===== src/acrs_pkg.sv =====
// Purpose: Shared constants and carriers for the converter config slice.
// Assumes: AXI4-Lite with 32-bit data, registers one aligned word each.
// Notes:   Paged map folded into one flat byte address space.
package acrs_pkg;

    // ==========================================================
    // Address map
    // ==========================================================
    localparam logic [15:0] ACRS_PAGE_MASTER  = 16'h0080;
    localparam logic [15:0] ACRS_PAGE_CONV    = 16'h000F;
    localparam logic [15:0] ACRS_PAGE_DIGITAL = 16'h6800;
    localparam logic [7:0]  ACRS_OFF_APPLY    = 8'h00;
    localparam logic [7:0]  ACRS_OFF_DECFILT  = 8'h41;
    localparam logic [7:0]  ACRS_OFF_DECEN    = 8'h4D;
    localparam logic [7:0]  ACRS_OFF_PERF_LO  = 8'h39;
    localparam logic [7:0]  ACRS_OFF_PERF_MID = 8'h3A;
    localparam logic [7:0]  ACRS_OFF_PWRDN    = 8'h55;
    localparam logic [7:0]  ACRS_OFF_PERF_HI  = 8'h56;
    localparam logic [7:0]  ACRS_OFF_ROUTE    = 8'h59;
    localparam logic [7:0]  ACRS_OFF_THRESH   = 8'h5F;
    // Byte address = page window base + 4 * offset.
    localparam logic [11:0] ACRS_WIN_MASTER   = 12'h000;
    localparam logic [11:0] ACRS_WIN_CONV     = 12'h400;
    localparam logic [11:0] ACRS_WIN_DIGITAL  = 12'h800;
    localparam logic [11:0] ACRS_WIN_IRQ      = 12'hC00;
    localparam logic [7:0]  ACRS_OFF_IRQ_STAT = 8'h00;
    localparam logic [7:0]  ACRS_OFF_IRQ_MASK = 8'h01;

    // ==========================================================
    // Field positions and reset values
    // ==========================================================
    localparam int ACRS_BIT_PWRDN      = 4;
    localparam int ACRS_BIT_MASKSEL    = 5;
    localparam int ACRS_BIT_PERF3      = 2;
    localparam int ACRS_BIT_PERF2      = 6;
    localparam int ACRS_BIT_ROUTE      = 7;
    localparam int ACRS_BIT_ALWAYS1    = 5;
    localparam int ACRS_BIT_APPLY      = 0;
    localparam int ACRS_BIT_FILT_EXT   = 4;
    localparam int ACRS_BIT_DECEN      = 3;
    localparam logic [7:0] ACRS_RST_THRESH  = 8'hE3;
    localparam logic [2:0] ACRS_RST_FILT_LO = 3'h2;
    localparam logic [3:0] ACRS_CODE_LOWPASS  = 4'hA;
    localparam logic [3:0] ACRS_CODE_HIGHPASS = 4'hE;
    localparam int ACRS_NUM_IRQ = 3;
    localparam int ACRS_IRQ_APPLY  = 0;
    localparam int ACRS_IRQ_BADSEL = 1;
    localparam int ACRS_IRQ_PWRDN  = 2;
    localparam logic [1:0] ACRS_RESP_OKAY   = 2'h0;
    localparam logic [1:0] ACRS_RESP_SLVERR = 2'h2;

    typedef enum logic [1:0] {
        ACRS_FILT_LOWPASS,
        ACRS_FILT_HIGHPASS,
        ACRS_FILT_UNUSED
    } acrs_filt_t;

    // Settings that steer the converter core.
    typedef struct packed {
        logic       power_down;
        logic       power_down_mask_choice;
        logic [3:0] performance_setting;
        logic       overrange_b_to_readback;
        logic [7:0] overrange_threshold;
        acrs_filt_t filter_mode;
    } acrs_cfg_t;

    // One register access decoded off the bus.
    typedef struct packed {
        logic        wr;
        logic        rd;
        logic [11:0] addr;
        logic [31:0] wdata;
        logic [3:0]  wstrb;
    } acrs_acc_t;
endpackage


===== src/acrs_axil.sv =====
// Purpose: AXI4-Lite slave front end that yields up to one write and one read per cycle, both on araddr when together.
// Assumes: One write and one read outstanding at most.
// Notes:   Write response one cycle after both address and data held.
`timescale 1ns/100ps
module acrs_axil
    import acrs_pkg::*;
(
    input  wire logic        clk,
    input  wire logic        rst_n,
    input  wire logic [11:0] awaddr,
    input  wire logic        awvalid,
    output logic             awready,
    input  wire logic [31:0] wdata,
    input  wire logic [3:0]  wstrb,
    input  wire logic        wvalid,
    output logic             wready,
    output logic [1:0]       bresp,
    output logic             bvalid,
    input  wire logic        bready,
    input  wire logic [11:0] araddr,
    input  wire logic        arvalid,
    output logic             arready,
    output logic [31:0]      rdata,
    output logic [1:0]       rresp,
    output logic             rvalid,
    input  wire logic        rready,
    output acrs_acc_t        acc,
    input  wire logic [31:0] rd_data,
    input  wire logic        rd_hit,
    input  wire logic        wr_hit
);
    typedef struct packed {
        logic        aw_full;
        logic [11:0] aw_addr;
        logic        w_full;
        logic [31:0] w_data;
        logic [3:0]  w_strb;
        logic        bvalid;
        logic [1:0]  bresp;
        logic        rvalid;
        logic [1:0]  rresp;
        logic [31:0] rdata;
    } acrs_axil_st_t;

    acrs_axil_st_t st_r;
    acrs_axil_st_t st_nxt;
    logic          do_wr;
    logic          do_rd;

    // ==========================================================
    // Handshakes
    // ==========================================================
    assign awready = !st_r.aw_full && !st_r.bvalid;
    assign wready  = !st_r.w_full && !st_r.bvalid;
    assign arready = !st_r.rvalid;
    assign bvalid  = st_r.bvalid;
    assign bresp   = st_r.bresp;
    assign rvalid  = st_r.rvalid;
    assign rresp   = st_r.rresp;
    assign rdata   = st_r.rdata;
    assign do_wr   = st_r.aw_full && st_r.w_full;
    assign do_rd   = arvalid && arready;

    always_comb begin
        acc       = '0;
        acc.wr    = do_wr;
        acc.rd    = do_rd;
        acc.addr  = do_rd ? araddr : st_r.aw_addr;
        acc.wdata = st_r.w_data;
        acc.wstrb = st_r.w_strb;
    end

    always_comb begin
        st_nxt = st_r;
        if (awvalid && awready) begin
            st_nxt.aw_full = 1'b1;
            st_nxt.aw_addr = awaddr;
        end
        if (wvalid && wready) begin
            st_nxt.w_full = 1'b1;
            st_nxt.w_data = wdata;
            st_nxt.w_strb = wstrb;
        end
        if (do_wr) begin
            st_nxt.aw_full = 1'b0;
            st_nxt.w_full  = 1'b0;
            st_nxt.bvalid  = 1'b1;
            st_nxt.bresp   = wr_hit ? ACRS_RESP_OKAY : ACRS_RESP_SLVERR;
        end else if (st_r.bvalid && bready) begin
            st_nxt.bvalid = 1'b0;
        end
        if (do_rd) begin
            st_nxt.rvalid = 1'b1;
            st_nxt.rdata  = rd_data;
            st_nxt.rresp  = rd_hit ? ACRS_RESP_OKAY : ACRS_RESP_SLVERR;
        end else if (st_r.rvalid && rready) begin
            st_nxt.rvalid = 1'b0;
        end
    end

    always_ff @(posedge clk) begin
        if (!rst_n) begin
            st_r <= '0;
        end else begin
            st_r <= st_nxt;
        end
    end
endmodule


===== src/acrs_apply.sv =====
// Purpose: Detects the apply pulse on the digital page strobe bit.
// Assumes: The strobe bit is the stored register value.
// Notes:   A pulse is a rising edge followed by a falling edge.
`timescale 1ns/100ps
module acrs_apply
    import acrs_pkg::*;
(
    input  wire logic clk,
    input  wire logic rst_n,
    input  wire logic strobe_bit,
    output logic      apply
);
    typedef struct packed {
        logic prev;
        logic armed;
        logic apply;
    } acrs_apply_st_t;

    acrs_apply_st_t st_r;
    acrs_apply_st_t st_nxt;

    assign apply = st_r.apply;

    always_comb begin
        st_nxt       = st_r;
        st_nxt.prev  = strobe_bit;
        st_nxt.apply = 1'b0;
        if (strobe_bit && !st_r.prev) begin
            st_nxt.armed = 1'b1;
        end
        // Completing the 0-1-0 sequence commits the staged settings.
        if (!strobe_bit && st_r.prev && st_r.armed) begin
            st_nxt.armed = 1'b0;
            st_nxt.apply = 1'b1;
        end
    end

    always_ff @(posedge clk) begin
        if (!rst_n) begin
            st_r <= '0;
        end else begin
            st_r <= st_nxt;
        end
    end
endmodule


===== src/acrs_top.sv =====
// How it works
// - Master register_power_down bit 4 is a read/write power-down bit, 0 normal.
// - With power-down at 1 the blocks of the selected mask are powered down.
// - A master bit picks mask one at 0 and mask two at 1.
// - Performance bit 3 is write-only at bit 2 of 56h; others at 39h, 3Ah.
// - Write-only bit 7 of 59h routes the B overrange flag to readback pin.
// - Registers 55h, 56h and 59h live in the master page 080h.
// - The converter page holds one shared threshold resetting to E3h.
// - That threshold sits at offset 5F of page 0Fh.
// - Digital page settings take effect only once apply bit 0 pulses.
// - Digital decimation_filter_select holds the filter code, low bits reset to 2h.
// - The filter code governs only when enable bit 3 of 4Dh is set.
// - Enable 0 gives low-pass; enable 1 with 1010 low, 1110 high-pass.
// Purpose: Configuration register slice of a dual-channel converter.
// Assumes: AXI4-Lite master with at most one write and one read in flight.
// Notes:   Write-only fields read back as zero.
`timescale 1ns/100ps
module acrs_top
    import acrs_pkg::*;
(
    input  wire logic        clk,
    input  wire logic        rst_n,
    input  wire logic [11:0] s_axi_awaddr,
    input  wire logic        s_axi_awvalid,
    output logic             s_axi_awready,
    input  wire logic [31:0] s_axi_wdata,
    input  wire logic [3:0]  s_axi_wstrb,
    input  wire logic        s_axi_wvalid,
    output logic             s_axi_wready,
    output logic [1:0]       s_axi_bresp,
    output logic             s_axi_bvalid,
    input  wire logic        s_axi_bready,
    input  wire logic [11:0] s_axi_araddr,
    input  wire logic        s_axi_arvalid,
    output logic             s_axi_arready,
    output logic [31:0]      s_axi_rdata,
    output logic [1:0]       s_axi_rresp,
    output logic             s_axi_rvalid,
    input  wire logic        s_axi_rready,
    input  wire logic        fast_overrange_flag_b,
    input  wire logic        readback_normal,
    output logic             serial_readback_pin,
    output logic             block_power_down,
    output logic             power_down_mask_choice,
    output logic [3:0]       performance_setting,
    output logic [7:0]       overrange_threshold,
    output acrs_filt_t       filter_mode,
    output logic             irq
);
    // ==========================================================
    // State
    // ==========================================================
    typedef struct packed {
        logic       pwrdn;
        logic       mask_sel;
        logic [1:0] perf_lo;
        logic       perf_mid;
        logic       perf_hi;
        logic       route_b;
        logic       always1;
        logic [7:0] thresh;
        logic       apply_bit;
        logic [3:0] filt_stage;
        logic       decen_stage;
        logic [3:0] filt_live;
        logic       decen_live;
        logic [1:0] fast_overrange_flag_sync;
        logic [1:0] rbk_sync;
        logic       pin;
        acrs_filt_t mode;
        logic       pwrdn_prev;
        logic [ACRS_NUM_IRQ-1:0] stat;
        logic [ACRS_NUM_IRQ-1:0] mask;
        logic       irq;
    } acrs_st_t;

    acrs_st_t    st_r;
    acrs_st_t    st_nxt;
    acrs_acc_t   acc;
    logic [31:0] rd_data;
    logic        rd_hit;
    logic        wr_hit;
    logic        apply;
    logic [ACRS_NUM_IRQ-1:0] ev;

    // Page window and offset to the register's byte address.
    function automatic logic [11:0] reg_addr(input logic [11:0] win,
                                             input logic [7:0]  off);
        reg_addr = win + {2'h0, off, 2'h0};
    endfunction

    function automatic logic is_reg(input logic [11:0] a,
                                    input logic [11:0] win,
                                    input logic [7:0]  off);
        is_reg = (a[11:2] == reg_addr(win, off)[11:2]);
    endfunction

    function automatic acrs_filt_t filt_decode(input logic       en,
                                               input logic [3:0] code);
        if (!en) begin
            filt_decode = ACRS_FILT_LOWPASS;
        end else if (code == ACRS_CODE_LOWPASS) begin
            filt_decode = ACRS_FILT_LOWPASS;
        end else if (code == ACRS_CODE_HIGHPASS) begin
            filt_decode = ACRS_FILT_HIGHPASS;
        end else begin
            filt_decode = ACRS_FILT_UNUSED;
        end
    endfunction

    acrs_axil u_axil (
        .clk     (clk),
        .rst_n   (rst_n),
        .awaddr  (s_axi_awaddr),
        .awvalid (s_axi_awvalid),
        .awready (s_axi_awready),
        .wdata   (s_axi_wdata),
        .wstrb   (s_axi_wstrb),
        .wvalid  (s_axi_wvalid),
        .wready  (s_axi_wready),
        .bresp   (s_axi_bresp),
        .bvalid  (s_axi_bvalid),
        .bready  (s_axi_bready),
        .araddr  (s_axi_araddr),
        .arvalid (s_axi_arvalid),
        .arready (s_axi_arready),
        .rdata   (s_axi_rdata),
        .rresp   (s_axi_rresp),
        .rvalid  (s_axi_rvalid),
        .rready  (s_axi_rready),
        .acc     (acc),
        .rd_data (rd_data),
        .rd_hit  (rd_hit),
        .wr_hit  (wr_hit)
    );

    acrs_apply u_apply (
        .clk        (clk),
        .rst_n      (rst_n),
        .strobe_bit (st_r.apply_bit),
        .apply      (apply)
    );

    // ==========================================================
    // Read decode
    // ==========================================================
    always_comb begin
        rd_data = '0;
        rd_hit  = 1'b1;
        if (is_reg(acc.addr, ACRS_WIN_MASTER, ACRS_OFF_PWRDN)) begin
            rd_data[ACRS_BIT_PWRDN]   = st_r.pwrdn;
            rd_data[ACRS_BIT_MASKSEL] = st_r.mask_sel;
        end else if (is_reg(acc.addr, ACRS_WIN_MASTER,
                            ACRS_OFF_PERF_LO)) begin
            rd_data[7:6] = st_r.perf_lo;
        end else if (is_reg(acc.addr, ACRS_WIN_MASTER,
                            ACRS_OFF_PERF_MID)) begin
            rd_data[ACRS_BIT_PERF2] = st_r.perf_mid;
        end else if (is_reg(acc.addr, ACRS_WIN_MASTER,
                            ACRS_OFF_PERF_HI)) begin
            rd_data = '0;
        end else if (is_reg(acc.addr, ACRS_WIN_MASTER,
                            ACRS_OFF_ROUTE)) begin
            rd_data[ACRS_BIT_ALWAYS1] = st_r.always1;
        end else if (is_reg(acc.addr, ACRS_WIN_CONV,
                            ACRS_OFF_THRESH)) begin
            rd_data[7:0] = st_r.thresh;
        end else if (is_reg(acc.addr, ACRS_WIN_DIGITAL,
                            ACRS_OFF_APPLY)) begin
            rd_data[ACRS_BIT_APPLY] = st_r.apply_bit;
        end else if (is_reg(acc.addr, ACRS_WIN_DIGITAL,
                            ACRS_OFF_DECFILT)) begin
            rd_data[ACRS_BIT_FILT_EXT] = st_r.filt_stage[3];
            rd_data[2:0]               = st_r.filt_stage[2:0];
        end else if (is_reg(acc.addr, ACRS_WIN_DIGITAL,
                            ACRS_OFF_DECEN)) begin
            rd_data[ACRS_BIT_DECEN] = st_r.decen_stage;
        end else if (is_reg(acc.addr, ACRS_WIN_IRQ,
                            ACRS_OFF_IRQ_STAT)) begin
            rd_data[ACRS_NUM_IRQ-1:0] = st_r.stat;
        end else if (is_reg(acc.addr, ACRS_WIN_IRQ,
                            ACRS_OFF_IRQ_MASK)) begin
            rd_data[ACRS_NUM_IRQ-1:0] = st_r.mask;
        end else begin
            rd_hit = 1'b0;
        end
    end
    // Every readable address is also writable.
    assign wr_hit = rd_hit;

    // ==========================================================
    // Events
    // ==========================================================
    always_comb begin
        ev                  = '0;
        ev[ACRS_IRQ_APPLY]  = apply;
        ev[ACRS_IRQ_BADSEL] = apply && (filt_decode(st_r.decen_stage,
                              st_r.filt_stage) == ACRS_FILT_UNUSED);
        ev[ACRS_IRQ_PWRDN]  = st_r.pwrdn && !st_r.pwrdn_prev;
    end

    // ==========================================================
    // Next state
    // ==========================================================
    always_comb begin
        logic b0;
        b0     = acc.wr && acc.wstrb[0];
        st_nxt = st_r;
        if (b0 && is_reg(acc.addr, ACRS_WIN_MASTER, ACRS_OFF_PWRDN)) begin
            st_nxt.pwrdn    = acc.wdata[ACRS_BIT_PWRDN];
            st_nxt.mask_sel = acc.wdata[ACRS_BIT_MASKSEL];
        end
        if (b0 && is_reg(acc.addr, ACRS_WIN_MASTER, ACRS_OFF_PERF_LO)) begin
            st_nxt.perf_lo = acc.wdata[7:6];
        end
        if (b0 && is_reg(acc.addr, ACRS_WIN_MASTER,
                         ACRS_OFF_PERF_MID)) begin
            st_nxt.perf_mid = acc.wdata[ACRS_BIT_PERF2];
        end
        if (b0 && is_reg(acc.addr, ACRS_WIN_MASTER, ACRS_OFF_PERF_HI)) begin
            st_nxt.perf_hi = acc.wdata[ACRS_BIT_PERF3];
        end
        if (b0 && is_reg(acc.addr, ACRS_WIN_MASTER, ACRS_OFF_ROUTE)) begin
            st_nxt.route_b = acc.wdata[ACRS_BIT_ROUTE];
            st_nxt.always1 = acc.wdata[ACRS_BIT_ALWAYS1];
        end
        if (b0 && is_reg(acc.addr, ACRS_WIN_CONV, ACRS_OFF_THRESH)) begin
            st_nxt.thresh = acc.wdata[7:0];
        end
        if (b0 && is_reg(acc.addr, ACRS_WIN_DIGITAL, ACRS_OFF_APPLY)) begin
            st_nxt.apply_bit = acc.wdata[ACRS_BIT_APPLY];
        end
        if (b0 && is_reg(acc.addr, ACRS_WIN_DIGITAL,
                         ACRS_OFF_DECFILT)) begin
            st_nxt.filt_stage = {acc.wdata[ACRS_BIT_FILT_EXT],
                                 acc.wdata[2:0]};
        end
        if (b0 && is_reg(acc.addr, ACRS_WIN_DIGITAL, ACRS_OFF_DECEN)) begin
            st_nxt.decen_stage = acc.wdata[ACRS_BIT_DECEN];
        end
        // Staged digital settings only reach the filter on apply.
        if (apply) begin
            st_nxt.filt_live  = st_r.filt_stage;
            st_nxt.decen_live = st_r.decen_stage;
        end
        st_nxt.mode = filt_decode(st_r.decen_live,
                                  st_r.filt_live);
        // Pin inputs come from outside the clock domain.
        st_nxt.fast_overrange_flag_sync = {st_r.fast_overrange_flag_sync[0], fast_overrange_flag_b};
        st_nxt.rbk_sync  = {st_r.rbk_sync[0], readback_normal};
        st_nxt.pin = st_r.route_b ? st_r.fast_overrange_flag_sync[1]
                                  : st_r.rbk_sync[1];
        st_nxt.pwrdn_prev = st_r.pwrdn;
        // Set wins over a write-one clear in the same cycle.
        if (b0 && is_reg(acc.addr, ACRS_WIN_IRQ, ACRS_OFF_IRQ_STAT)) begin
            st_nxt.stat = st_r.stat & ~acc.wdata[ACRS_NUM_IRQ-1:0];
        end
        if (b0 && is_reg(acc.addr, ACRS_WIN_IRQ, ACRS_OFF_IRQ_MASK)) begin
            st_nxt.mask = acc.wdata[ACRS_NUM_IRQ-1:0];
        end
        st_nxt.stat = st_nxt.stat | ev;
        st_nxt.irq  = |(st_r.stat & st_r.mask);
    end

    always_ff @(posedge clk) begin
        if (!rst_n) begin
            st_r            <= '0;
            st_r.thresh     <= ACRS_RST_THRESH;
            st_r.filt_stage <= {1'b0, ACRS_RST_FILT_LO};
            st_r.filt_live  <= {1'b0, ACRS_RST_FILT_LO};
            st_r.mode       <= ACRS_FILT_LOWPASS;
        end else begin
            st_r <= st_nxt;
        end
    end

    // ==========================================================
    // Outputs
    // ==========================================================
    assign serial_readback_pin    = st_r.pin;
    assign block_power_down       = st_r.pwrdn;
    assign power_down_mask_choice = st_r.mask_sel;
    assign performance_setting    = {st_r.perf_hi, st_r.perf_mid,
                                     st_r.perf_lo};
    assign overrange_threshold    = st_r.thresh;
    assign filter_mode            = st_r.mode;
    assign irq                    = st_r.irq;
endmodule


===== config.mk =====
export PLATFORM = sky130hd
export DESIGN_NAME = acrs_top
export DESIGN_NICKNAME = d
export VERILOG_FILES = /design/src/acrs_pkg.sv /design/src/acrs_axil.sv /design/src/acrs_apply.sv /design/src/acrs_top.sv
export SDC_FILE = /design/constraint.sdc
export NUM_CORES = 1
export LEC_CHECK = 0
export BUFFER_PORTS_ARGS = -buffer_cell sky130_fd_sc_hd__buf_2
export CORE_AREA = 5 5 105 107
export CTS_CLUSTER_DIAMETER = 120
export DETAILED_ROUTE_END_ITERATION = 8
export DIE_AREA = 0 0 110 112
export PLACE_DENSITY_LB_ADDON = 0.1
export SYNTH_ARGS = -nofsm -noshare
export SYNTH_HDL_FRONTEND = slang
export SYNTH_SLANG_ARGS = --single-unit
export TNS_END_PERCENT = 50

===== constraint.sdc =====
create_clock -name clk -period 3.5 [get_ports clk]
set_input_delay 0.35 -clock clk [delete_from_list [all_inputs] [get_ports clk]]
set_output_delay 0.35 -clock clk [all_outputs]
set_load 0.005 [all_outputs]

After elaboration in Yosys (flattened, before gate mapping)
Index checks and enable logic that the tools add are counted.
- flip-flop bits (word level): 106
- latch bits: 0
- bits in writable memories: 0
- bits in read-only memories: 0
- input bits: 69
- output and inout port bits: 59
- memories kept: 0
- add/sub/neg operators: 0
- $mul: 0
- divide/modulo/power cells: 0
- $lt $le $gt $ge: 0
- equality and inequality tests: 16
- shift-type cells: 0
- muxes and demuxes: 47
- bitwise logic cells: 6
- reduce and logical (&&, ||, !) cells: 38
- operators with widths (operator ; number):
    $eq 10x10->1 const B ; 5
    $eq 10x7->1 const B ; 3
    $mux 26 ; 1
    $logic_and 1x1->1 ; 25
    $mux 1 ; 24
    $eq 10x6->1 const B ; 2
    $mux 3 ; 6
    $eq 4x4->1 const B ; 4
    $mux 2 ; 8
    $mux 12 ; 1
    $mux 6 ; 2
    $eq 10x9->1 const B ; 1
    $mux 5 ; 2
    $mux 4 ; 2
    $mux 8 ; 1
    $logic_not 1->1 ; 7
    $and 3x3->3 ; 2
    $reduce_or 3->1 ; 2
    $reduce_bool 2->1 ; 2
    $reduce_or 2->1 ; 2
    $not 3->3 ; 1
    $or 3x3->3 ; 1
    $eq 2x2->1 const B ; 1
    $not 1->1 ; 2

Logic depth before layout (Yosys ltp)
Gate-level depths: netlist of the first run.
- word-level depth: 16
- gate-level depth with buffers: 8
- gate-level depth less buffers: 6

Cells and area by module
From an unflattened synthesis of the first run, not the netlist that was laid out.
- cells, all modules: 750
- area total of the unflattened synthesis: 6075.8 um2
- modules (own cells, without submodules) (module ; times used ; cells each ; area an instance (um2)):
    acrs_axil ; 1 ; 495 ; 3771.1
    acrs_top ; 1 ; 246 ; 2209.6
    acrs_apply ; 1 ; 9 ; 95.1

Least setup slack after synthesis of the first run
OpenSTA, ideal clock, no wires.
- kind: register to register
- start: reg u_axil.st_r, in the netlist u_axil.rvalid
- end: reg u_axil.st_r, in the netlist u_axil.rdata[0]
- library setup time: 85 ps
- data arrival time: 1824 ps
- required time: 3415 ps
- path slack: 1592 ps
- cell stages (with the launch flop): 8
- buffers on the path: 1
- clock period less this slack: 1908 ps
- path through: dfxtp_1 > buf_2 > or4b_1 > o31ai_2 > nor4b_4 > a21oi_2 > and3_4 > o31ai_2
- cells in the longest elaborated chain, start to end: 15
- elaborated cells between the ends (all ways): 25
- those cells by class: eq/ne (11); mux (12); reduce/logical (2)
- RTL lines (element ; RTL line ; text):
    from (decl) ; acrs_axil.sv:45 ; acrs_axil_st_t st_r;
    from (signal assigned) ; acrs_axil.sv:105 ; st_r <= st_nxt;
    $logic_not 1->1 * ; acrs_axil.sv:55 ; assign arready = !st_r.rvalid;
    $logic_and 1x1->1 * ; acrs_axil.sv:62 ; assign do_rd = arvalid && arready;
    $mux 12 ; acrs_axil.sv:68 ; acc.addr = do_rd ? araddr : st_r.aw_addr;
    $eq 10x10->1 ; acrs_top.sv:95 ; is_reg = (a[11:2] == reg_addr(win, off)[11:2]);
    $mux 3 ; acrs_top.sv:181 ; end else if (is_reg(acc.addr, ACRS_WIN_IRQ,
    $mux 3 ; acrs_top.sv:178 ; end else if (is_reg(acc.addr, ACRS_WIN_IRQ,
    $mux 3 ; acrs_top.sv:175 ; end else if (is_reg(acc.addr, ACRS_WIN_DIGITAL,
    $mux 3 ; acrs_top.sv:171 ; end else if (is_reg(acc.addr, ACRS_WIN_DIGITAL,
    $mux 1 ; acrs_top.sv:168 ; end else if (is_reg(acc.addr, ACRS_WIN_DIGITAL,
    $mux 5 ; acrs_top.sv:165 ; end else if (is_reg(acc.addr, ACRS_WIN_CONV,
    $mux 5 ; acrs_top.sv:162 ; end else if (is_reg(acc.addr, ACRS_WIN_MASTER,
    $mux 8 ; acrs_top.sv:159 ; end else if (is_reg(acc.addr, ACRS_WIN_MASTER,
    $mux 6 ; acrs_top.sv:156 ; end else if (is_reg(acc.addr, ACRS_WIN_MASTER,
    $mux 6 ; acrs_top.sv:153 ; end else if (is_reg(acc.addr, ACRS_WIN_MASTER,
    $mux 4 ; acrs_top.sv:150 ; if (is_reg(acc.addr, ACRS_WIN_MASTER, ACRS_OFF_PWRDN)) begin
Every way passes the cells marked *; elsewhere a longest branch is shown, timed or not.
A chain may end at the register's enable or synchronous reset.

Final worst setup path of the first run
- start: reg u_axil.st_r, in the netlist u_axil.rvalid
- end: reg u_axil.st_r, in the netlist u_axil.rdata[7]
- cells in the longest elaborated chain, start to end: 10
- elaborated cells between the ends (all ways): 15
- those cells by class: eq/ne (6); mux (7); reduce/logical (2)
- RTL lines (element ; RTL line):
    $logic_not 1->1 * ; acrs_axil.sv:55
    $logic_and 1x1->1 * ; acrs_axil.sv:62
    $mux 12 ; acrs_axil.sv:68
    $eq 10x9->1 ; acrs_top.sv:95
    $mux 3 ; acrs_top.sv:165
    $mux 2 ; acrs_top.sv:162
    $mux 8 ; acrs_top.sv:159
    $mux 1 ; acrs_top.sv:156
    $mux 2 ; acrs_top.sv:153
    $mux 26 ; acrs_top.sv:150
Marked as above.

==> results by stage, run 1 <==
Yosys:
- By count the netlist is led by sky130_fd_sc_hd__dfxtp_1 (78), sky130_fd_sc_hd__nand2_1 (60), sky130_fd_sc_hd__buf_4 (50).
- The area of the mapped netlist is 3890 um^2.
- Summed over all instances, the cell type with the most area after synthesis is sky130_fd_sc_hd__dfxtp_1.
- The count of flip-flops with a built-in enable after synthesis is 0.
- The number of different library cells used by synthesis comes to 56.
- The fraction of post-synthesis cell area in the top cell type by area is 40.1%.
- For this run, asynchronously set or reset flops after synthesis account for 0%.
- The average instance in the mapped netlist occupies 8.65 um^2.
- Ranked by total cell area, the synthesized netlist is headed by sky130_fd_sc_hd__dfxtp_1 (40%), sky130_fd_sc_hd__buf_4 (9.6%), sky130_fd_sc_hd__mux2i_1 (6.7%).
- The most common cell in the synthesized netlist is sky130_fd_sc_hd__dfxtp_1.
- Synthesis produced 450 cells.
- The flip-flop and latch count after synthesis is 78.
- In the synthesized netlist the dominant register cell turns out to be sky130_fd_sc_hd__dfxtp_1.
- The portion of the post-synthesis area used by sequential elements is 40.1%.
- The count of warnings emitted by yosys is 0.

Min path:
- The class of the worst hold path is in -> reg.

Layout:
- The share of post-route cells with drive strength above 1 is 22.9%.
- The number of antenna diodes in the final layout is 0.
- Once layout is done, the placed cells without fillers occupy 4310 um^2.
- The final core utilization is 42.9%.
- The final net count is 562.
- From synthesis to final layout, the design area changed by 10.7%.

Place:
- The HPWL after detailed placement is 7.06 mm.
- The routability congestion estimate is 0.777.
- The pre-CTS worst setup slack is 0.616 ns.
- The placement-stage cell area is 4090 um^2.
- Input and output buffers added on the ports amount to 70.

Floorplanning:
- The overall die height is 112 um.
- The area inside the core boundary is 10000 um^2.
- The die is 110 um wide.
- The initial utilization of the core area, before any placement, comes to 38.7%.
- The floorplan row count is 37.
- The floorplan step defined a die boundary enclosing 12300 um^2.
- The count of boundary I/O pins is 128.

Critical path:
- STA classifies the critical path endpoint as a flip-flop.
- The data arrival at the endpoint of the critical path is 3.13 ns.
- The critical path class is reg -> reg.
- STA classifies the critical path startpoint as a flip-flop.
- Of all nets on the critical path, the largest fanout is 16.
- For the worst setup path, the data required time is 3.75 ns.

STA:
- Setup slack closes at 0.611 ns.
- The minimum period implied by the final worst setup slack is 2.89 ns.
- The hold violation total from the final report is 0.
- Setup repair after global routing left no endpoint under its margin.
- The top achievable clock speed is 0.346 GHz.
- The final count of negative-setup-slack endpoints is 0.
- The final max-slew violation count was 0.
- The worst pin sits at a relative slew slack of 35.8%.
- Setup total negative slack on the finished layout was measured at 0 ns.
- For the final database, setup skew stands at 0.00932 ns.
- At the pin with the least slew margin, the transition time is 0.962 ns.
- The period utilization is 82.5%.

Global route:
- The combined global-route utilization of all metal layers is 16.0%.
- The via count of the first global-routing pass is 3014.
- Entering global routing, the biggest net connects 56 pins.
- The first global-routing pass estimated 15.5 mm of wire.
- The number of antenna violations at the first check in global routing is 0.
- For this run the aggregate overflow at the end of global routing stands at 0.

Route:
- In this run, the number of DRC markers left after iteration 0 of detailed routing was 148.
- The routed wirelength normalized by instance count is 14.9 um.
- The detailed-routing iteration count for the pre-antenna-repair pass is 4.
- In the routed design, unresolved DRC markers number 0.
- The mean number of vias per cell is 4.90.
- The count of vias placed by the detailed router is 3101.
- Once detail routing completed, the nets flagged for antenna violations numbered 0.
- The final layout contains routed wiring with a total length of 9.45 mm.

Clock network:
- The clock slew seen by the registers of the worst setup and hold paths is 0.08 ns.
- The clock reaches the later pin of the worst-skew pair after 0.34 ns.
- TritonCTS built the clock tree.
- For this design, the CTS-stage hold fixing added 0 buffers.
- The clock sink count is 78.
- The clock passes through at most 2 buffers.
- The CTS buffer count is 9.
- The clock tree synthesis step divided the H-tree into 3 levels.
- The number of setup buffers added after CTS is 0.
- The number of gates given a new drive strength after cts is 0.
- The cell sitting at the root of the clock tree is a sky130_fd_sc_hd__clkbuf_8.

Power and ir drop:
- The internal cell power is 1.40 mW.
- Combinational logic burns 10.6% of the power.
- The power after layout is 1.89 mW.
- The share of total power in sequential cells is 49.8%.
- The worst supply voltage drop on vdd is 0.212 mV.
- The share of total power dissipated in the clock network is 39.6%.
- Net switching is 25.6% of the power.
- The leakage power of the design is 1.83 nW.
- The net load switching power is 482 uW.
- Dividing total power by cell area gives a power density of 438 nW/um^2.

Run status:
- The run finished with clean final reports.

Flow run:
- The count of maximum capacitance violations is 0.
## state kept, by name, indices dropped and copies added (netlist names)
| signal | flops |
|---|---|
| performance_setting | 4 |
| u_axil.rresp | 1 |
| u_axil.st_r | 12 |
| overrange_threshold | 8 |
| power_down_mask_choice | 1 |
| irq | 1 |
| filter_mode | 2 |
| serial_readback_pin | 1 |
| st_r | 22 |
| u_axil.bresp | 1 |
| u_axil.bvalid | 1 |
| u_apply.apply | 1 |
| u_axil.rdata | 8 |
| st_nxt | 2 |
| u_axil.acc | 9 |
| u_apply.st_r | 2 |
| block_power_down | 1 |
| u_axil.rvalid | 1 |
## final timing paths
| check | end | slack (ns) | cells past startpoint | startpoint |
|---|---|---|---|---|
| hold reg to reg | st_r[14] | 0.44 | 1 | st_nxt[14] |
| setup / recovery | u_axil.rdata[7] | 0.61 | 5 | u_axil.rvalid |
| setup reg to reg | u_axil.rdata[7] | 0.61 | 5 | u_axil.rvalid |
| hold / removal | st_nxt[14] | 0.21 | 2 | fast_overrange_flag_b |
## metrics by stage
step	hold slack (ns)	cells
after floorplan	0.412	475
after global placement	0.415	618
after detailed placement	0.421	618
after CTS	0.194	633
after global routing	0.194	633
final	0.207	633
## cells by family (layout without fill, tap and decap cells)
logic type / count (synthesis) / count (layout) / share of synthesized area (%)
compound gates: 80 / 80 / 14.1
buf+inv: 79 / 101 / 12.9
flops: 78 / 78 / 40.1
mux: 29 / 29 / 7.72
other cells: 1 / 26 / 0.0964
simple gates: 183 / 183 / 25.1
## power groups by stage
stage	Combinational [mW]	Clock [mW]	Sequential (mW)
2_1_floorplan	0.169	0	0.950
4_1_cts	0.202	0.769	0.939
6_report	0.200	0.747	0.939
3_5_place_dp	0.201	0	0.960
5_1_grt	0.228	0.813	0.944
3_3_place_gp	0.198	0	0.960
## routing by layer
layer / GRT usage [%] / wire length [um] / up-vias
met5: 0 / 0 / -
met4: 4.49 / 114 / 0
met3: 2.72 / 474 / 10
met2: 24.5 / 4170 / 78
met1: 22.9 / 4690 / 1432
li1: - / - / 1581
## layout make-up
| cell class | instances | area, um^2 |
|---|---|---|
| repair buffers | 76 | 395 |
| inverters | 10 | 37.5 |
| clock inverters | 5 | 81.3 |
| fillers | 1059 | 5740 |
| multi-input cells | 318 | 1920 |
| flip-flops and latches | 78 | 1560 |
| well taps | 136 | 170 |
| clock buffers | 10 | 138 |
## critical path: stages, from the launching register on
cell                       delay, ns
sky130_fd_sc_hd__dfxtp_1        0.56
sky130_fd_sc_hd__nand2b_1       0.67
sky130_fd_sc_hd__a31oi_2        0.36
sky130_fd_sc_hd__nor4_4         0.70
sky130_fd_sc_hd__a32oi_1        0.23
sky130_fd_sc_hd__a211oi_1       0.28
## layout by cell type (no fill, tap or decap), drive strengths merged, types with 8 or more instances in the layout
cell | synthesis | final
nand2b | 8 | 8
clkbuf | 12 | 10
and2 | 9 | 9
nand3 | 32 | 32
inv | 10 | 11
conb | 1 | 26
a31oi | 9 | 9
mux2i | 27 | 27
a21oi | 36 | 36
buf | 57 | 76
o21ai | 14 | 14
nor2 | 38 | 38
nand2 | 61 | 61
dfxtp | 78 | 78
No activity file was read; power rests on OpenSTA's default activity.
==> inputs of run 2 (changes only) <==
--- a/config.mk
+++ b/config.mk
@@ -5,11 +5,12 @@
 export SDC_FILE = /design/constraint.sdc
 export NUM_CORES = 1
 export LEC_CHECK = 0
+export ABC_AREA = 1
 export BUFFER_PORTS_ARGS = -buffer_cell sky130_fd_sc_hd__buf_2
-export CORE_AREA = 5 5 105 107
+export CORE_AREA = 5 5 106 108
 export CTS_CLUSTER_DIAMETER = 120
 export DETAILED_ROUTE_END_ITERATION = 8
-export DIE_AREA = 0 0 110 112
+export DIE_AREA = 0 0 111 113
 export PLACE_DENSITY_LB_ADDON = 0.1
 export SYNTH_ARGS = -nofsm -noshare
 export SYNTH_HDL_FRONTEND = slang
==> constraint.sdc (replaced) <==
create_clock -name clk -period 2.6 [get_ports clk]
set_input_delay 0.26 -clock clk [delete_from_list [all_inputs] [get_ports clk]]
set_output_delay 0.26 -clock clk [all_outputs]
set_load 0.005 [all_outputs]
==> run 2 against run 1 <==
  * Setup slack lost 0.23 ns
  * Register-to-register slack lost 0.23 ns
  * Non-clock buffer count down 2
  * Via count is 10% higher
  * Maximum frequency rose by 30%
  * Sequential share of layout area shrank 0.24 points
  * Global-route usage shrank 0.22 points
  * Cell count rose by 14%
  * Utilization decreased by 0.11 points
  * Synthesized cell count rose by 20%
  * Die area rose by 1.8%
  * Critical path type unchanged
  * Largest power group unchanged
==> results by stage, run 2 <==
Run status:
- The run finished with clean final reports.

Power and ir drop:
- The areal power density over the cells was 587 nW/um^2 (+34%).
- The combinational group share of total power is 13.5% (+2.9 points).
- The net load switching power was 732 uW (+52%).
- The internal cell power is 1.81 mW (+29%).
- The switching power share of the total is 28.8% (+3.2 points).
- The clock network fraction of design power is 37.1% (-2.5 points).
- The leakage power of the design was 2.07 nW (+13%).
- The worst supply voltage drop on vdd was 0.256 mV (+21%).
- The share of total power in sequential cells came to 49.4% (-0.4 points).

Layout:
- From synthesis to final layout, the design area changed by 9.48%.
- The number of flip-flops under the largest register name is 22 (unchanged).
- The register area is 1560 um^2 (unchanged).
- The final net count is 651 (+16%).
- The share of post-route cells with drive strength above 1 is 21.1% (-1.8 points).
- The area of the multi-input gates is 1800 um^2 (-6.2%).
- Ranked by flip-flop count, first place goes to st_r.
- The most common cell after layout, fill and taps aside is sky130_fd_sc_hd__nand2_1.
- Leaving out fill and tap cells, the most frequent cells in the layout are sky130_fd_sc_hd__nand2_1 (97), sky130_fd_sc_hd__dfxtp_1 (78), sky130_fd_sc_hd__buf_2 (70).
- The final core utilization is 42.8% (-0.11 points).
- The count of fill cells added during filler insertion is 1107 (+4.5%).
- The count of antenna diodes in the layout is 0 (unchanged).

Clock network:
- The number of buffers on the longest clock path is 2 (unchanged).
- The clock sink count is 78 (unchanged).
- The buffer count from post-CTS setup fixing is 0 (unchanged).
- The number of buffers inserted for hold repair after clock tree synthesis is 0 (unchanged).
- TritonCTS built the clock tree.
- The clock slew seen by the registers of the worst setup and hold paths is 0.09 ns (about the same).
- The maximum level of the CTS H-tree is 3 (unchanged).
- The clock latency on the worst-skew pair came to 0.36 ns (+0.02 ns).
- The CTS buffer count is 9 (unchanged).
- The number of gates given a new drive strength after cts is 0 (unchanged).
- CTS placed an instance of sky130_fd_sc_hd__clkbuf_8 at the clock tree root.

Global route:
- The total congestion overflow after global routing is 0 (unchanged).
- The wire length of the first global-routing pass is 15.9 mm (+2.6%).
- The number of antenna violations at the first check in global routing is 0 (unchanged).
- The global-route met2 utilization is 25.0% (+0.57 points).
- In this run the most used layer during global routing was met2.
- The via count of the first global-routing pass came to 3192 (+5.9%).
- The met3 usage is 3.96% (+1.2 points).
- The largest net degree at the start of global routing came to 41 (-27%).
- The met1 routing resource usage after global routing is 21.1% (-1.8 points).
- The combined global-route utilization of all metal layers is 15.8% (-0.22 points).

Critical path:
- The data arrival at the endpoint of the critical path is 2.44 ns (-0.69 ns).
- The data required time at the worst endpoint was 2.82 ns (-0.93 ns).
- The number of cells traversed by the worst register-to-register path was 12 (+7).
- The worst setup path is of the reg -> reg kind.
- The critical-path maximum fanout is 28 (+12).
- The worst setup path is launched from a flip-flop.
- The kind of end point of the critical path is a flip-flop.

Floorplanning:
- The die area is 12500 um^2 (+1.8%).
- The overall die height is 113 um (+0.89%).
- The floorplan row count is 37 (unchanged).
- The initial cell density of the core is 39.1% (+0.33 points).
- The count of boundary I/O pins came to 128 (unchanged).
- The floorplan die width is 111 um (+0.91%).
- The area inside the core boundary was 10100 um^2 (+0.92%).

Yosys:
- The count of warnings emitted by yosys is 0 (unchanged).
- In the synthesized netlist the dominant register cell turns out to be sky130_fd_sc_hd__dfxtp_1.
- The gate count of the mapped netlist is 540 (+20%).
- The commonest cells after synthesis are sky130_fd_sc_hd__nand2_1 (97), sky130_fd_sc_hd__dfxtp_1 (78), sky130_fd_sc_hd__inv_1 (53).
- The most frequent cell after synthesis is sky130_fd_sc_hd__nand2_1.
- The count of flip-flops with a built-in enable after synthesis was 0 (unchanged).
- After synthesis, the cell types taking the most area are sky130_fd_sc_hd__dfxtp_1 (39%), sky130_fd_sc_hd__buf_4 (9.9%), sky130_fd_sc_hd__nand2_1 (9.2%).
- The flip-flop and latch count after synthesis is 78 (unchanged).
- The share of flip-flops with an asynchronous set or reset is 0% (unchanged).
- The post-synthesis cell type count is 35 (-38%).
- The fraction of post-synthesis cell area in the top cell type by area was 39.4% (-0.70 points).
- The cell type with the largest total area after synthesis is sky130_fd_sc_hd__dfxtp_1.
- The post-synthesis average cell area is 7.33 um^2 (-15%).
- The area of the mapped netlist was 3960 um^2 (+1.8%).
- The portion of the post-synthesis area used by sequential elements is 39.4% (-0.70 points).

Route:
- The detailed-routing iteration count for the pre-antenna-repair pass is 4 (unchanged).
- The count of vias placed by the detailed router came to 3418 (+10%).
- The wire length reported by the detailed router is 9.70 mm (+2.7%).
- The mean number of vias per cell was 4.73 (-3.5%).
- The number of nets with antenna violations after routing is 0 (unchanged).
- The routed wirelength normalized by instance count was 13.4 um (-10%).
- The initial DRC count is 180 (+22%).
- The remaining routing DRC violations came to 0 (unchanged).

Place:
- The HPWL after detailed placement came to 7.46 mm (+5.7%).
- The count of buffers inserted at the top-level ports is 70 (unchanged).
- The routability congestion estimate is 0.804 (+3.4%).

STA:
- The top achievable clock speed is 0.450 GHz (+30%).
- The transition time at the pin with the least slew margin is 0.596 ns (-0.366 ns).
- Setup repair after global routing left no endpoint under its margin.
- The accumulated negative setup slack is 0 ns (unchanged).
- The period utilization came to 85.5% (+3.0 points).
- The clock tree skew after final layout is 0.0116 ns (+0.00230 ns).
- The minimum period implied by the final worst setup slack was 2.22 ns (-0.665 ns).
- The final max-slew violation count is 0 (unchanged).
- The smallest hold slack is 0.0817 ns (-0.125 ns).
- The final count of negative-setup-slack endpoints is 0 (unchanged).
- The headroom to the max-slew limit came to 60.2% (+24 points).
- The hold violation total from the final report is 0 (unchanged).

Flow run:
- The count of maximum capacitance violations is 0 (unchanged).

Min path:
- The class of the worst hold path is in -> reg.
- The worst hold path stage count is 3 (+1).
[run 2: cells by family after synthesis]
kind of cell	count (synthesis)	synth area share (%)
other	1	0.0947
buffers and inverters	125	17.4
AOI/OAI and AO/OA	117	15.8
and+or+nand+nor	219	27.3
DFF	78	39.4
[run 2: worst paths after layout]
path,from,to,slack [ns]
worst min-delay path,readback_normal,st_nxt[12],0.08
worst min register to register,st_nxt[14],st_r[14],0.42
worst max-delay path,u_axil.rvalid,overrange_threshold[5],0.38
worst max register to register,u_axil.rvalid,overrange_threshold[5],0.38
[run 2: worst max-delay path, cell delays in order (launching register included)]
cell and delay, ns:
sky130_fd_sc_hd__dfxtp_1 0.36, sky130_fd_sc_hd__inv_2 0.21, sky130_fd_sc_hd__nand2_4 0.25, sky130_fd_sc_hd__nand2_1 0.13, sky130_fd_sc_hd__nand2_1 0.12, sky130_fd_sc_hd__inv_1 0.15
sky130_fd_sc_hd__nand2_1 0.11, sky130_fd_sc_hd__nor2_4 0.18, sky130_fd_sc_hd__nand3_4 0.14, sky130_fd_sc_hd__nor2_8 0.19, sky130_fd_sc_hd__inv_2 0.10, sky130_fd_sc_hd__nand2_1 0.07
sky130_fd_sc_hd__o211ai_1 0.08
[run 2: power groups by stage]
| stage | Sequential [mW] | Combinational (mW) | Clock (mW) |
|---|---|---|---|
| final | 1.26 | 0.343 | 0.944 |
| after global routing | 1.26 | 0.391 | 1.03 |
| after CTS | 1.26 | 0.346 | 0.977 |
| after detailed placement | 1.29 | 0.344 | 0 |
| after global placement | 1.28 | 0.341 | 0 |
| after floorplan | 1.28 | 0.284 | 0 |
[run 2: metal layers]
layer,wire [um],share of wire [%]
met2,4420,46
met5,0,0
met1,4560,47
met3,607,6.3
met4,111,1.1
[run 2: final cells by class]
type	count	area share, %
Timing Repair Buffer	74	8.77
Tap cell	136	3.92
Sequential cell	78	36.0
Multi-Input combinational cell	362	41.6
Clock buffer	10	3.17
Clock inverter	6	1.56
Inverter	57	4.94
[run 2: through the flow]
stage                     total power, mW  cells  setup slack [ns]  area (um^2)
after floorplan                      1.56    565             0.913         4050
after global placement               1.63    707             0.374         4130
after detailed placement             1.63    707             0.370         4130
after CTS                            2.58    723             0.350         4340
after global routing                 2.68    723            0.0748         4340
final                                2.54    723             0.376         4340
